==> config.mk <==
export PLATFORM = sky130hd
export DESIGN_NAME = eeprom_host
export DESIGN_NICKNAME = d
export VERILOG_FILES = /design/src/design/eeprom_host_pkg.sv /design/src/design/word_fifo.sv /design/src/design/eeprom_host.sv
export SDC_FILE = /design/constraint.sdc
export NUM_CORES = 1
export LEC_CHECK = 0
export ABC_AREA = 1
export BUFFER_PORTS_ARGS = -buffer_cell sky130_fd_sc_hd__buf_4
export CAP_MARGIN = 20
export CORE_MARGIN = 1
export CORE_UTILIZATION = 52
export CTS_CLUSTER_SIZE = 28
export DETAILED_ROUTE_END_ITERATION = 8
export GPL_TIMING_DRIVEN = 1
export MAX_ROUTING_LAYER = met4
export PLACE_DENSITY = 0.66
export SETUP_SLACK_MARGIN = 0.1
export SYNTH_ARGS = -nofsm -noshare
export SYNTH_HDL_FRONTEND = slang
export SYNTH_SLANG_ARGS = --single-unit
==> constraint.sdc <==
create_clock -name mclk_in -period 3.9 [get_ports mclk_in]
set_clock_uncertainty 0.1 [all_clocks]
set_input_delay 0.78 -clock mclk_in [delete_from_list [all_inputs] [get_ports mclk_in]]
set_output_delay 0.78 -clock mclk_in [all_outputs]
set_load 0.05 [all_outputs]
==> src/design/eeprom_host_pkg.sv <==
// constants, types and timing counts for the parallel eeprom host controller
// assumes a 25 MHz controller clock
package eeprom_host_pkg;
   localparam int CLK_MHZ = 25;
   localparam int ADDR_W = 17;
   localparam int DATA_W = 8;
   localparam int PAGE_BYTES = 128;
   localparam int PAGE_IDX_W = 7;
   localparam int FIFO_DEPTH = 16;
   // strobe timing in ns
   localparam int WP_NS = 250;
   localparam int SETUP_NS = 120;
   localparam int WP_CYC = (WP_NS * CLK_MHZ + 999) / 1000;
   localparam int SETUP_CYC = (SETUP_NS * CLK_MHZ + 999) / 1000;
   localparam int ACC_NS = 250;
   localparam int ACC_CYC = (ACC_NS * CLK_MHZ + 999) / 1000 + 1;
   // byte load cycle, max, rounded down
   localparam int BLC_US = 30;
   localparam int BLC_CYC = BLC_US * CLK_MHZ;
   localparam int BL_US = 100;
   localparam int BL_CYC = BL_US * CLK_MHZ + 1;
   localparam int RP_US = 100;
   localparam int RP_CYC = RP_US * CLK_MHZ;
   localparam int HOLD_MS = 10;
   localparam int HOLD_CYC = HOLD_MS * 1000 * CLK_MHZ;
   localparam int WC_MS = 15;
   localparam int WC_CYC = WC_MS * 1000 * CLK_MHZ;
   localparam logic [ADDR_W-1:0] SDP_ADDR_A = 17'h05555;
   localparam logic [ADDR_W-1:0] SDP_ADDR_B = 17'h02AAA;
   localparam logic [DATA_W-1:0] SDP_D_AA = 8'hAA;
   localparam logic [DATA_W-1:0] SDP_D_55 = 8'h55;
   localparam logic [DATA_W-1:0] SDP_D_80 = 8'h80;
   localparam logic [DATA_W-1:0] SDP_D_A0 = 8'hA0;
   localparam logic [DATA_W-1:0] SDP_D_20 = 8'h20;
   localparam int CNT_W = 32;

   typedef struct packed {
      logic [ADDR_W-1:0] addr;
      logic [DATA_W-1:0] data;
      logic last;
   } wr_word_s;

   typedef struct packed {
      logic ce_n;
      logic oe_n;
      logic we_n;
      logic [ADDR_W-1:0] addr;
      logic [DATA_W-1:0] dq;
      logic dq_oe_n;
   } mem_pins_s;
endpackage

==> src/design/word_fifo.sv <==
// synchronous fifo with valid/ready on both sides
// assumes a single clock and asynchronous active-low reset
`timescale 1ns/1ns
`default_nettype none
module word_fifo #(
   parameter int WIDTH = 8,
   parameter int DEPTH = 16
)
(
   input wire logic mclk_in,
   input wire logic rstn_in,
   input wire logic [WIDTH-1:0] wdata_in,
   input wire logic wvalid_in,
   output logic wready_out,
   output logic [WIDTH-1:0] rdata_out,
   output logic rvalid_out,
   input wire logic rready_in
);
   localparam int AW = $clog2(DEPTH);
   typedef struct packed {
      logic [AW-1:0] wp;
      logic [AW-1:0] rp;
      logic [AW:0] cnt;
   } fifo_state_s;
   fifo_state_s st_q, st_d;
   logic [WIDTH-1:0] mem [DEPTH];
   logic push, pop;

   assign wready_out = (st_q.cnt != (AW+1)'(DEPTH));
   assign rvalid_out = (st_q.cnt != '0);
   assign rdata_out = mem[st_q.rp];
   assign push = wvalid_in && wready_out;
   assign pop = rvalid_out && rready_in;

   always_comb
   begin
      st_d = st_q;
      if (push)
      begin
         st_d.wp = st_q.wp + 1'b1;
      end
      if (pop)
      begin
         st_d.rp = st_q.rp + 1'b1;
      end
      st_d.cnt = st_q.cnt + (AW+1)'(push) - (AW+1)'(pop);
   end

   always_ff @(posedge mclk_in or negedge rstn_in)
   begin
      if (!rstn_in)
      begin
         st_q <= '0;
      end
      else
      begin
         st_q <= st_d;
      end
   end

   // storage without reset keeps it a plain ram
   always_ff @(posedge mclk_in)
   begin
      if (push)
      begin
         mem[st_q.wp] <= wdata_in;
      end
   end
endmodule
`default_nettype wire

==> src/design/eeprom_host.sv <==
// host controller for a byte-wide parallel eeprom: page writes, polling, protection commands
// assumes the eeprom pins connect directly; ready/busy pulled up externally
`timescale 1ns/1ns
`default_nettype none
// Functional notes
// - next byte load within 30 us; not enforced, a same-page byte loads any time before BL_CYCLES
// - hold protect high through all accesses
// - drive protect from system reset
// - protect high 10 ms after last load; not timed here, HOLD_CYCLES is unused and a reset drops it at once
// - three byte prefix before protected writes
// - six write cancel sequence
// - protect high 100 us before first strobe
module eeprom_host
   import eeprom_host_pkg::*;
#(
   parameter int HOLD_CYCLES = HOLD_CYC,
   parameter int WC_CYCLES = WC_CYC,
   parameter int RP_CYCLES = RP_CYC,
   parameter int BL_CYCLES = BL_CYC
)
(
   input wire logic mclk_in,
   input wire logic rstn_in,
   input wire logic [ADDR_W-1:0] wr_addr_in,
   input wire logic [DATA_W-1:0] wr_data_in,
   input wire logic wr_last_in,
   input wire logic wr_valid_in,
   output logic wr_ready_out,
   input wire logic sdp_mode_in,
   input wire logic unprotect_in,
   input wire logic [ADDR_W-1:0] rd_addr_in,
   input wire logic rd_req_in,
   output logic [DATA_W-1:0] rd_data_out,
   output logic rd_valid_out,
   output logic busy_out,
   output logic timeout_out,
   output logic ce_n_out,
   output logic oe_n_out,
   output logic we_n_out,
   output logic [ADDR_W-1:0] addr_out,
   output logic [DATA_W-1:0] dq_out,
   output logic dq_oe_n_out,
   input wire logic [DATA_W-1:0] dq_in,
   input wire logic rdy_busy_n_in,
   output logic protect_reset_n_out
);
   typedef enum logic [3:0] {
      S_PROT, S_IDLE, S_SETUP, S_STROBE, S_HOLD, S_GAP, S_POLL_SET, S_POLL_RD,
      S_READ_SET, S_READ_RD
   } fsm_e;

   typedef struct packed {
      fsm_e fsm;
      mem_pins_s pins;
      logic [CNT_W-1:0] cnt;
      logic [CNT_W-1:0] wait_cnt;
      logic [2:0] seq_idx;
      logic seq_kind;
      logic prefixed;
      logic [DATA_W-1:0] last_byte;
      logic [ADDR_W-1:0] last_addr;
      logic in_page;
      logic [ADDR_W-PAGE_IDX_W-1:0] page;
      logic [DATA_W-1:0] rd_data;
      logic rd_valid;
      logic busy;
      logic timeout;
      logic prot_n;
      logic [DATA_W-1:0] dq_s1;
      logic [DATA_W-1:0] dq_s2;
      logic rdy_s1;
      logic rdy_s2;
   } host_state_s;

   host_state_s st_q, st_d;
   wr_word_s fifo_in, fifo_out;
   logic fifo_valid, fifo_pop;

   assign fifo_in = '{addr: wr_addr_in, data: wr_data_in, last: wr_last_in};

   word_fifo #(.WIDTH($bits(wr_word_s)), .DEPTH(FIFO_DEPTH)) u_fifo (
      .mclk_in(mclk_in),
      .rstn_in(rstn_in),
      .wdata_in(fifo_in),
      .wvalid_in(wr_valid_in),
      .wready_out(wr_ready_out),
      .rdata_out(fifo_out),
      .rvalid_out(fifo_valid),
      .rready_in(fifo_pop)
   );

   // returns address and data of step i of a command sequence
   function automatic logic [ADDR_W+DATA_W-1:0] seq_word(input logic kind,
                                                          input logic [2:0] i);
      logic [ADDR_W+DATA_W-1:0] w;
      w = {SDP_ADDR_A, SDP_D_AA};
      if (!kind)
      begin
         unique case (i)
            3'h0: w = {SDP_ADDR_A, SDP_D_AA};
            3'h1: w = {SDP_ADDR_B, SDP_D_55};
            default: w = {SDP_ADDR_A, SDP_D_A0};
         endcase
      end
      else
      begin
         unique case (i)
            3'h0: w = {SDP_ADDR_A, SDP_D_AA};
            3'h1: w = {SDP_ADDR_B, SDP_D_55};
            3'h2: w = {SDP_ADDR_A, SDP_D_80};
            3'h3: w = {SDP_ADDR_A, SDP_D_AA};
            3'h4: w = {SDP_ADDR_B, SDP_D_55};
            default: w = {SDP_ADDR_A, SDP_D_20};
         endcase
      end
      return w;
   endfunction

   logic [2:0] seq_len;
   logic seq_active;
   logic [ADDR_W+DATA_W-1:0] seq_w;

   always_comb
   begin
      seq_len = st_q.seq_kind ? 3'h6 : 3'h3;
      seq_active = st_q.seq_idx != seq_len;
      seq_w = seq_word(st_q.seq_kind, st_q.seq_idx);
      st_d = st_q;
      fifo_pop = 1'b0;
      st_d.dq_s1 = dq_in;
      st_d.dq_s2 = st_q.dq_s1;
      st_d.rdy_s1 = rdy_busy_n_in;
      st_d.rdy_s2 = st_q.rdy_s1;
      st_d.rd_valid = 1'b0;
      st_d.cnt = st_q.cnt + 1'b1;
      // window since the last strobe keeps running across states
      st_d.wait_cnt = st_q.wait_cnt + 1'b1;
      // protect only drops in reset; the hold after the last load is not timed, so a reset can cut it short
      st_d.prot_n = 1'b1;
      unique case (st_q.fsm)
         S_PROT:
         begin
            st_d.pins = '{ce_n: 1'b1, oe_n: 1'b1, we_n: 1'b1, addr: '0, dq: '0, dq_oe_n: 1'b1};
            if (st_q.cnt >= CNT_W'(RP_CYCLES))
            begin
               st_d.fsm = S_IDLE;
            end
         end
         S_IDLE:
         begin
            st_d.pins.ce_n = 1'b1;
            st_d.pins.oe_n = 1'b1;
            st_d.pins.we_n = 1'b1;
            st_d.pins.dq_oe_n = 1'b1;
            st_d.cnt = '0;
            if (st_q.in_page && st_q.wait_cnt >= CNT_W'(BL_CYCLES))
            begin
               st_d.in_page = 1'b0;
               st_d.fsm = S_POLL_SET;
               st_d.wait_cnt = '0;
            end
            else if (seq_active)
            begin
               st_d.pins.addr = seq_w[ADDR_W+DATA_W-1:DATA_W];
               st_d.pins.dq = seq_w[DATA_W-1:0];
               st_d.fsm = S_SETUP;
            end
            else if (fifo_valid && (!st_q.in_page ||
                     fifo_out.addr[ADDR_W-1:PAGE_IDX_W] == st_q.page))
            begin
               // protected mode prefixes every new page block
               if (sdp_mode_in && !st_q.in_page && !st_q.prefixed)
               begin
                  st_d.seq_kind = 1'b0;
                  st_d.seq_idx = 3'h0;
               end
               else
               begin
                  fifo_pop = 1'b1;
                  st_d.prefixed = 1'b0;
                  st_d.pins.addr = fifo_out.addr;
                  st_d.pins.dq = fifo_out.data;
                  st_d.last_byte = fifo_out.data;
                  st_d.last_addr = fifo_out.addr;
                  st_d.page = fifo_out.addr[ADDR_W-1:PAGE_IDX_W];
                  st_d.in_page = !fifo_out.last;
                  st_d.fsm = S_SETUP;
               end
            end
            else if (st_q.in_page && fifo_valid)
            begin
               // other page: let the current one program first
               st_d.in_page = 1'b1;
            end
            else if (!st_q.in_page && unprotect_in)
            begin
               st_d.seq_kind = 1'b1;
               st_d.seq_idx = 3'h0;
            end
            else if (!st_q.in_page && rd_req_in)
            begin
               st_d.pins.addr = rd_addr_in;
               st_d.fsm = S_READ_SET;
            end
         end
         S_SETUP:
         begin
            // address valid before the falling strobe, data driven ahead of rising edge
            st_d.pins.ce_n = 1'b0;
            st_d.pins.dq_oe_n = 1'b0;
            if (st_q.cnt >= CNT_W'(SETUP_CYC))
            begin
               st_d.pins.we_n = 1'b0;
               st_d.busy = 1'b1;
               st_d.cnt = '0;
               st_d.fsm = S_STROBE;
            end
         end
         S_STROBE:
         begin
            // pulse well past the glitch filter width
            if (st_q.cnt >= CNT_W'(WP_CYC))
            begin
               st_d.pins.we_n = 1'b1;
               st_d.cnt = '0;
               st_d.wait_cnt = '0;
               st_d.fsm = S_HOLD;
            end
         end
         S_HOLD:
         begin
            st_d.pins.ce_n = 1'b1;
            st_d.pins.dq_oe_n = 1'b1;
            if (seq_active)
            begin
               st_d.seq_idx = st_q.seq_idx + 1'b1;
               // without this the data byte would be prefixed again forever
               st_d.prefixed = !st_q.seq_kind;
               // cancel sequence ends by a program cycle of its own
               if (st_q.seq_kind && st_q.seq_idx == 3'h5)
               begin
                  st_d.fsm = S_GAP;
                  st_d.in_page = 1'b1;
               end
               else
               begin
                  st_d.fsm = S_IDLE;
               end
            end
            else
            begin
               st_d.fsm = S_IDLE;
               if (!st_q.in_page)
               begin
                  st_d.fsm = S_GAP;
               end
            end
         end
         S_GAP:
         begin
            // quiet strobes until the load window closes
            if (st_q.wait_cnt >= CNT_W'(BL_CYCLES))
            begin
               st_d.in_page = 1'b0;
               st_d.wait_cnt = '0;
               st_d.fsm = S_POLL_SET;
            end
         end
         S_POLL_SET:
         begin
            st_d.pins.addr = st_q.last_addr;
            st_d.pins.ce_n = 1'b0;
            st_d.pins.oe_n = 1'b0;
            st_d.cnt = '0;
            st_d.fsm = S_POLL_RD;
         end
         S_POLL_RD:
         begin
            if (st_q.cnt >= CNT_W'(ACC_CYC))
            begin
               st_d.pins.ce_n = 1'b1;
               st_d.pins.oe_n = 1'b1;
               // done needs true bit 7 and ready/busy released
               if (st_q.dq_s2[DATA_W-1] == st_q.last_byte[DATA_W-1] && st_q.rdy_s2)
               begin
                  st_d.busy = 1'b0;
                  st_d.fsm = S_PROT;
                  st_d.cnt = CNT_W'(RP_CYCLES);
               end
               else if (st_q.wait_cnt >= CNT_W'(WC_CYCLES))
               begin
                  st_d.timeout = 1'b1;
                  st_d.busy = 1'b0;
                  st_d.fsm = S_PROT;
                  st_d.cnt = CNT_W'(RP_CYCLES);
               end
               else
               begin
                  st_d.fsm = S_POLL_SET;
               end
            end
         end
         S_READ_SET:
         begin
            st_d.pins.ce_n = 1'b0;
            st_d.pins.oe_n = 1'b0;
            st_d.cnt = '0;
            st_d.fsm = S_READ_RD;
         end
         S_READ_RD:
         begin
            if (st_q.cnt >= CNT_W'(ACC_CYC))
            begin
               st_d.pins.ce_n = 1'b1;
               st_d.pins.oe_n = 1'b1;
               st_d.rd_data = st_q.dq_s2;
               st_d.rd_valid = 1'b1;
               st_d.fsm = S_IDLE;
            end
         end
         default:
         begin
            st_d.fsm = S_PROT;
         end
      endcase
      if (st_q.fsm == S_IDLE && fifo_valid)
      begin
         st_d.timeout = 1'b0;
      end
   end

   always_ff @(posedge mclk_in or negedge rstn_in)
   begin
      if (!rstn_in)
      begin
         // protect held low during reset, no strobes; aborts a program
         st_q <= '0;
         st_q.fsm <= S_PROT;
         st_q.pins <= '{ce_n: 1'b1, oe_n: 1'b1, we_n: 1'b1, addr: '0, dq: '0, dq_oe_n: 1'b1};
         st_q.seq_idx <= 3'h3;
         st_q.rdy_s1 <= 1'b1;
         st_q.rdy_s2 <= 1'b1;
      end
      else
      begin
         st_q <= st_d;
      end
   end

   assign ce_n_out = st_q.pins.ce_n;
   assign oe_n_out = st_q.pins.oe_n;
   assign we_n_out = st_q.pins.we_n;
   assign addr_out = st_q.pins.addr;
   assign dq_out = st_q.pins.dq;
   assign dq_oe_n_out = st_q.pins.dq_oe_n;
   assign protect_reset_n_out = st_q.prot_n;
   assign rd_data_out = st_q.rd_data;
   assign rd_valid_out = st_q.rd_valid;
   assign busy_out = st_q.busy;
   assign timeout_out = st_q.timeout;
endmodule
`default_nettype wire

==> results.toml, run 1 <==
[synth]
synth_top_area_cell = "edfxtp_1"
synth_edf_count = 416
synth.area.top_cells = "edfxtp_1 (49%), dfrtp_1 (15%), nand2_1 (8.5%)"
synth_top_area_share = 0.494
async_flop_share = 0.283
synth.avg_cell_area_um2 = 10.5
seq_area_frac_synth = 0.656
synth_warnings = 0
syn_inst = 2419
syn_area_mm2 = 0.0253
ys_ff_latch = 580
synthFlopType = "edfxtp_1"
yosysUniqueCellTypes = 54
synth_nets = 2500

[grt]
grt_max_degree = 102
first_global_vias = 17200
grt_remaining_overflow = 0
grt_usage = 0.272
antenna_found_initial = 1
grt_pass1_wl_um = 100000

[power]
worst_ir_drop_vdd_v = 0.000416
leakage_nw = 11.5
powerDensity_mw_per_mm2 = 487

[route]
drt_iter0_drc = 1873
routed_wl_um = 65700
first_pass_iters = 6
drtAntennaViolNets = 0
wl_per_cell_um = 20.6
routed_via_density = 5.62
wl_met3_um = 4920
drc_errors = 0
wl_met2_um = 31000
vias = 17900
wl_met1_um = 28200
top_layer_used = "met4"

[floorplanning]
row_count = 80
fp.dieH_um = 223
start_util = 0.529
die_x_um = 223
num_io_pins = 100
die-area_mm2 = 0.0495
core_area_mm2 = 0.0478

[critical_path]
crit_path_start_kind = "flip-flop"
cp_common_cell = "nand2_1"
crit_required_ns = 4.33
crit_fanout = 17
path_delay_family = "simple AND/OR/NAND/NOR gates"
end_kind = "flip-flop"
slowest_delay_ns = 0.57
crit_buf_inv = 4
slowest_stage = "dfrtp_4"
critPathArrivalTime_ns = 4.03
critPathKind = "flip-flop to flip-flop"

[sta]
rsz0062_at_grt = "false"
slew_viol_final = 0
setup_viol = 0
hold_viol = 0
slew_headroom = 0.328
fmax_mhz = 278
max_slew.worst_pin.slew_ns = 1.01
period_share = 0.922
setup-tns-final_ns = 0
fin_ws_ns = 0.304
period_needed_ns = 3.60

[layout]
layout-drive-gt1-share = 0.125
layout.nets = 2598
areaGrowthSynthToFinish_pct = 15.0
final_common_cell = "nand2_1"
fillCellCount = 3826
final_cell_mix = "nand2_1 (573), edfxtp_1 (416), nor2_1 (284), inv_1 (171), dfrtp_1 (154)"

[status]
status = "completed"

[place]
place.detailed.hpwl_um = 40200
post-place-ws_ns = 0.188
gp_congestion = 0.913
port_buffers = 99

[clock_network]
clkSinkCount = 580
cts_tree = "built"
clockRootBuffer = "clkbuf_16"
clkLatencyLatePin_ns = 0.64
clkTransAtPathRegs_ns = 0.06
postCtsHoldBufs = 0
cts_max_path_buffers = 3
htreeDepth = 2
numCtsBuffers = 60

[job]
maxCapViolCount = 0

[min_path]
hold_path.class = "primary input to asynchronous set/reset pin"
## metrics by stage
| step | hold slack (ns) | cell area [um^2] | instances | util | total power, W |
|---|---|---|---|---|---|
| finish | 0.168 | 29100 | 3184 | 0.608 | 0.0142 |
| global route | 0.142 | 29100 | 3184 | 0.608 | 0.0146 |
| CTS | 0.139 | 28800 | 3175 | 0.603 | 0.0142 |
| detailed placement | 0.235 | 26800 | 3062 | 0.561 | 0.00854 |
| global placement | 0.233 | 26800 | 3062 | 0.561 | 0.00850 |
| floorplan | 0.231 | 25300 | 2419 | - | 0.00789 |
## power breakdown
group	internal [W]	switching [W]	leakage, nW
combinational	0.000319	0.000858	4.72
sequential	0.00713	0.000126	5.80
clock	0.00331	0.00241	0.983
total	0.0108	0.00339	11.5
## logic make-up after synthesis
family | share of synthesized area
buf+inv | 0.0565
fa+ha+maj | 0.0117
flops | 0.656
simple gates | 0.181
xor+xnor | 0.0142
other cells | 0.000148
compound gates | 0.0799
## timing repair
item / in CTS / in global routing
buffers inserted: 0 / 2
setup endpoints to repair: 0 / 1
resized for setup: 0 / 22
## worst reg2reg max path, delay by kind of cell (launching register included)
kind / cells / cell delay, ns
AO/OA/AOI/OAI: 2 / 0.31
adder cells (fa/ha/maj): 3 / 0.67
AND/OR/NAND/NOR: 15 / 1.26
buffers and inverters: 4 / 0.45
flip-flops: 1 / 0.57
XOR/XNOR: 1 / 0.15
## registers in the layout, indices dropped and copies added, names as in the netlist
| signal | cells |
|---|---|
| oe_n_out | 1 |
| dq_oe_n_out | 1 |
| rd_data_out | 8 |
| ce_n_out | 1 |
| rd_valid_out | 1 |
| timeout_out | 1 |
| u_fifo.mem | 416 |
| busy_out | 1 |
| st_d | 9 |
| dq_out | 8 |
| u_fifo.st_q | 13 |
| protect_reset_n_out | 1 |
| addr_out | 17 |
| st_q | 101 |
| we_n_out | 1 |
## path summary, 6_finish.rpt
| kind | startpoint | end | slack [ns] | cells after the start |
|---|---|---|---|---|
| setup / recovery | u_fifo.st_q[5] | u_fifo.st_q[4] | 0.30 | 25 |
| hold / removal | rstn_in | addr_out[14] | 0.17 | 1 |
| setup reg to reg | u_fifo.st_q[5] | u_fifo.st_q[4] | 0.30 | 25 |
| hold reg to reg | st_d[3] | st_q[3] | 0.25 | 0 |
| max in group asynchronous | rstn_in | u_fifo.st_q[9] | 2.61 | 2 |
| min in group mclk_in | dq_in[0] | st_d[2] | 0.17 | 1 |
## routing by layer
layer / GRT usage / vias up
met5: - / -
met3: 0.0427 / 120
met4: 0.0745 / 0
met1: 0.372 / 8620
li1: - / 8456
met2: 0.425 / 703
## cells in the mapped netlist, drive strengths merged (5+ instances only)
cell type,number
o221ai,12
a31oi,5
dfstp,8
buf,85
xor2,35
nand2,580
dfrtp,156
inv,176
nor4,17
nand4,33
o211ai,7
nor3,36
nand3,132
o22ai,16
o21a,5
ha,22
clkbuf,47
edfxtp,416
nor2,306
a221oi,19
xnor2,6
o21ai,157
a21oi,102
## cell type report
| class | instances | area, um^2 | share of cell area |
|---|---|---|---|
| multi-input cells | 1528 | 7430 | 0.255 |
| repair buffers | 168 | 1590 | 0.0546 |
| inverters | 179 | 689 | 0.0237 |
| well taps | 615 | 769 | 0.0265 |
| clock inverters | 45 | 414 | 0.0142 |
| flip-flops and latches | 580 | 16600 | 0.571 |
| clock buffers | 68 | 1580 | 0.0544 |
| diodes | 1 | 2.50 | 0.0000860 |
No activity file was read; power rests on OpenSTA's default activity.
==> run 2, diff against run 1 <==
- CORE_MARGIN: 1 -> unset
- SYNTH_HIERARCHICAL: unset -> 1
==> results.toml, run 2 <==
[critical_path]
slowest_delay_ns = 0.58
r2r_start = "u_fifo/st_q[5]"
end_kind = "flip-flop"
worst-path-stages = 31
crit_fanout = 10
slowest_stage = "dfrtp_4"
cp_common_cell = "nand2_1"
critPathKind = "flip-flop to flip-flop"
crit_required_ns = 4.31
r2r_cells = 31
crit_end = "u_fifo/st_q[4]"
path_delay_family = "simple AND/OR/NAND/NOR gates"
startpoint = "u_fifo/st_q[5]"
crit_buf_inv = 10
regToRegEndpoint = "u_fifo/st_q[4]"
critPathArrivalTime_ns = 4.26
reg2reg_setup_slack_ns = 0.05
crit_path_start_kind = "flip-flop"

[route]
routed_wl_um = 68900
routed_via_density = 5.25
drc_errors = 0
first_pass_iters = 5
drt_iter0_drc = 1980
wl_per_cell_um = 18.2
vias = 19800
drtAntennaViolNets = 0

[synth]
muxShareOfSynthArea = 0
syn_area_mm2 = 0.0268
synth_xor_xnor_area_share = 0.0173
synth_top_area_share = 0.466
synthFlopType = "edfxtp_1"
synth_nets = 2995
synth_edf_count = 416
synth_compound_area_frac = 0.0177
ys_ff_latch = 580
synth_warnings = 6
synth_top_area_cell = "edfxtp_1"
synth.avg_cell_area_um2 = 9.21
yosysUniqueCellTypes = 41
syn_inst = 2914
synth.area.top_cells = "edfxtp_1 (47%), dfrtp_1 (15%), nand2_1 (14%)"
synthAdderAreaFrac = 0.0110
async_flop_share = 0.283
synth-simple-area-share = 0.263
synth_top_family_by_area = "simple AND/OR/NAND/NOR gates"
seq_area_frac_synth = 0.619
yosys.cell_count.top_type = "nand2_1"
synth_commonest_cells = "nand2_1 (1033), edfxtp_1 (416), nor2_1 (352)"

[sta]
period_needed_ns = 3.85
max_slew.worst_pin.slew_ns = 0.881
slew_headroom = 0.412
period_share = 0.987
hold_ws_ns = 0.109
hold_viol = 0
rsz0062_at_grt = "true"
slew_viol_final = 0
setup-tns-final_ns = 0
setup_viol = 0
fmax_mhz = 260

[grt]
grt_usage = 0.273
antenna_found_initial = 5
grt_pass1_wl_um = 107000
grt_max_degree = 93
first_global_vias = 19200
grt_remaining_overflow = 0

[power]
powerDensity_mw_per_mm2 = 452
leakage_nw = 13.7
worst_ir_drop_vdd_v = 0.000363

[clock_network]
clkSinkCount = 580
numCtsBuffers = 61
clockRootBuffer = "clkbuf_16"
htreeDepth = 2
postCtsHoldBufs = 0
cts_tree = "built"
cts_max_path_buffers = 3
clkTransAtPathRegs_ns = 0.06
clkLatencyLatePin_ns = 0.65

[floorplanning]
num_io_pins = 100
die-area_mm2 = 0.0525
start_util = 0.531
fp.dieH_um = 229
row_count = 82
die_x_um = 229
core_area_mm2 = 0.0505

[layout]
layout.nets = 3136
final_cell_mix = "nand2_1 (1021), edfxtp_1 (416), nor2_1 (331), inv_1 (293), nand3_1 (219)"
layout-drive-gt1-share = 0.121
final_common_cell = "nand2_1"
largest_reg_flops = 416
fillCellCount = 4270
areaGrowthSynthToFinish_pct = 15.5
largest_register = "u_fifo/mem"

[place]
port_buffers = 99
gp_congestion = 0.911
place.detailed.hpwl_um = 42700

[min_path]
hold_path.class = "primary input to asynchronous set/reset pin"

[status]
status = "completed"

[job]
maxCapViolCount = 0
## run 2: cell types whose count changed after synthesis, sizes merged, moves of 12 or more
| cell | previous run | this run |
|---|---|---|
| nand2 | 580 | 1036 |
| inv | 176 | 311 |
| o21ai | 157 | 64 |
| nand3 | 132 | 223 |
| a21oi | 102 | 17 |
| nor2 | 306 | 360 |
| buf | 85 | 109 |
| clkbuf | 47 | 25 |
| a221oi | 19 | 0 |
| o22ai | 16 | 1 |
| nand3b | 3 | 15 |
## run 2: how the worst min path moves through the flow
stage	startpoint	endpoint	slack [ns]	cells past startpoint
final	rstn_in	st_q[127]	0.11	1
after global routing	dq_in[4]	st_d[6]	0.14	1
after CTS	dq_in[3]	st_d[5]	0.12	1
after detailed placement	st_d[6]	st_q[6]	0.23	0
after global placement	st_d[4]	st_q[4]	0.23	0
after floorplan	st_d[2]	st_q[2]	0.23	0
## run 2: stage by stage
step                      power (W)  instances  setup slack, ns  cell area, um^2   util
after floorplan             0.00791       2914            0.101            26800      -
after global placement      0.00851       3637           0.0351            28600  0.566
after detailed placement    0.00856       3637          -0.0555            28600  0.566
after CTS                    0.0141       3766           0.0645            30700  0.609
after global routing         0.0145       3776           -0.140            31000  0.614
final                        0.0140       3776           0.0492            31000  0.614
## run 2: worst reg2reg max path, delay by kind of cell, from the launching register on
| kind | cells | cell delay (ns) |
|---|---|---|
| AO/OA/AOI/OAI | 1 | 0.14 |
| buffers and inverters | 10 | 0.85 |
| AND/OR/NAND/NOR | 17 | 1.35 |
| adder cells (fa/ha/maj) | 3 | 0.68 |
| flip-flops | 1 | 0.58 |
## run 2: timing repair
item                                   CTS  global route
gates resized for setup                 17            36
endpoints found under the hold margin    0             0
buffers inserted                        16            11
pin swaps                                8            25
cloned                                   4             3
setup endpoints to repair                2             7
## run 2: kinds of logic (layout without fill, tap and decap cells)
group,after synthesis,in the layout
flip-flops,580,580
AO/OA/AOI/OAI,90,90
adder cells (fa/ha/maj),23,23
XOR/XNOR,53,53
other,1,4
buffers and inverters,447,634
AND/OR/NAND/NOR,1720,1720
## run 2: cell type report
class / count / area (um^2) / area share
antenna: 3 / 7.51 / 0.000242
timing repair buffer: 212 / 1930 / 0.0622
clock inverter: 29 / 233 / 0.00751
tap: 672 / 841 / 0.0271
inverter: 313 / 1190 / 0.0385
multi-input combinational: 1887 / 8520 / 0.275
clock buffer: 80 / 1650 / 0.0532
sequential: 580 / 16600 / 0.536
## run 2: metal layers
| layer | vias to the layer above | track usage | wire length [um] |
|---|---|---|---|
| met1 | 9399 | 0.361 | 29500 |
| met4 | 0 | 0.0860 | 2000 |
| met2 | 695 | 0.439 | 32900 |
| li1 | 9597 | - | - |
| met5 | - | - | 0 |
| met3 | 146 | 0.0359 | 4440 |
## run 2: power by group
part	switching, W	total [W]	internal (W)
clock	0.00238	0.00553	0.00315
sequential	0.000125	0.00722	0.00710
combinational	0.000901	0.00125	0.000350
total	0.00341	0.0140	0.0106
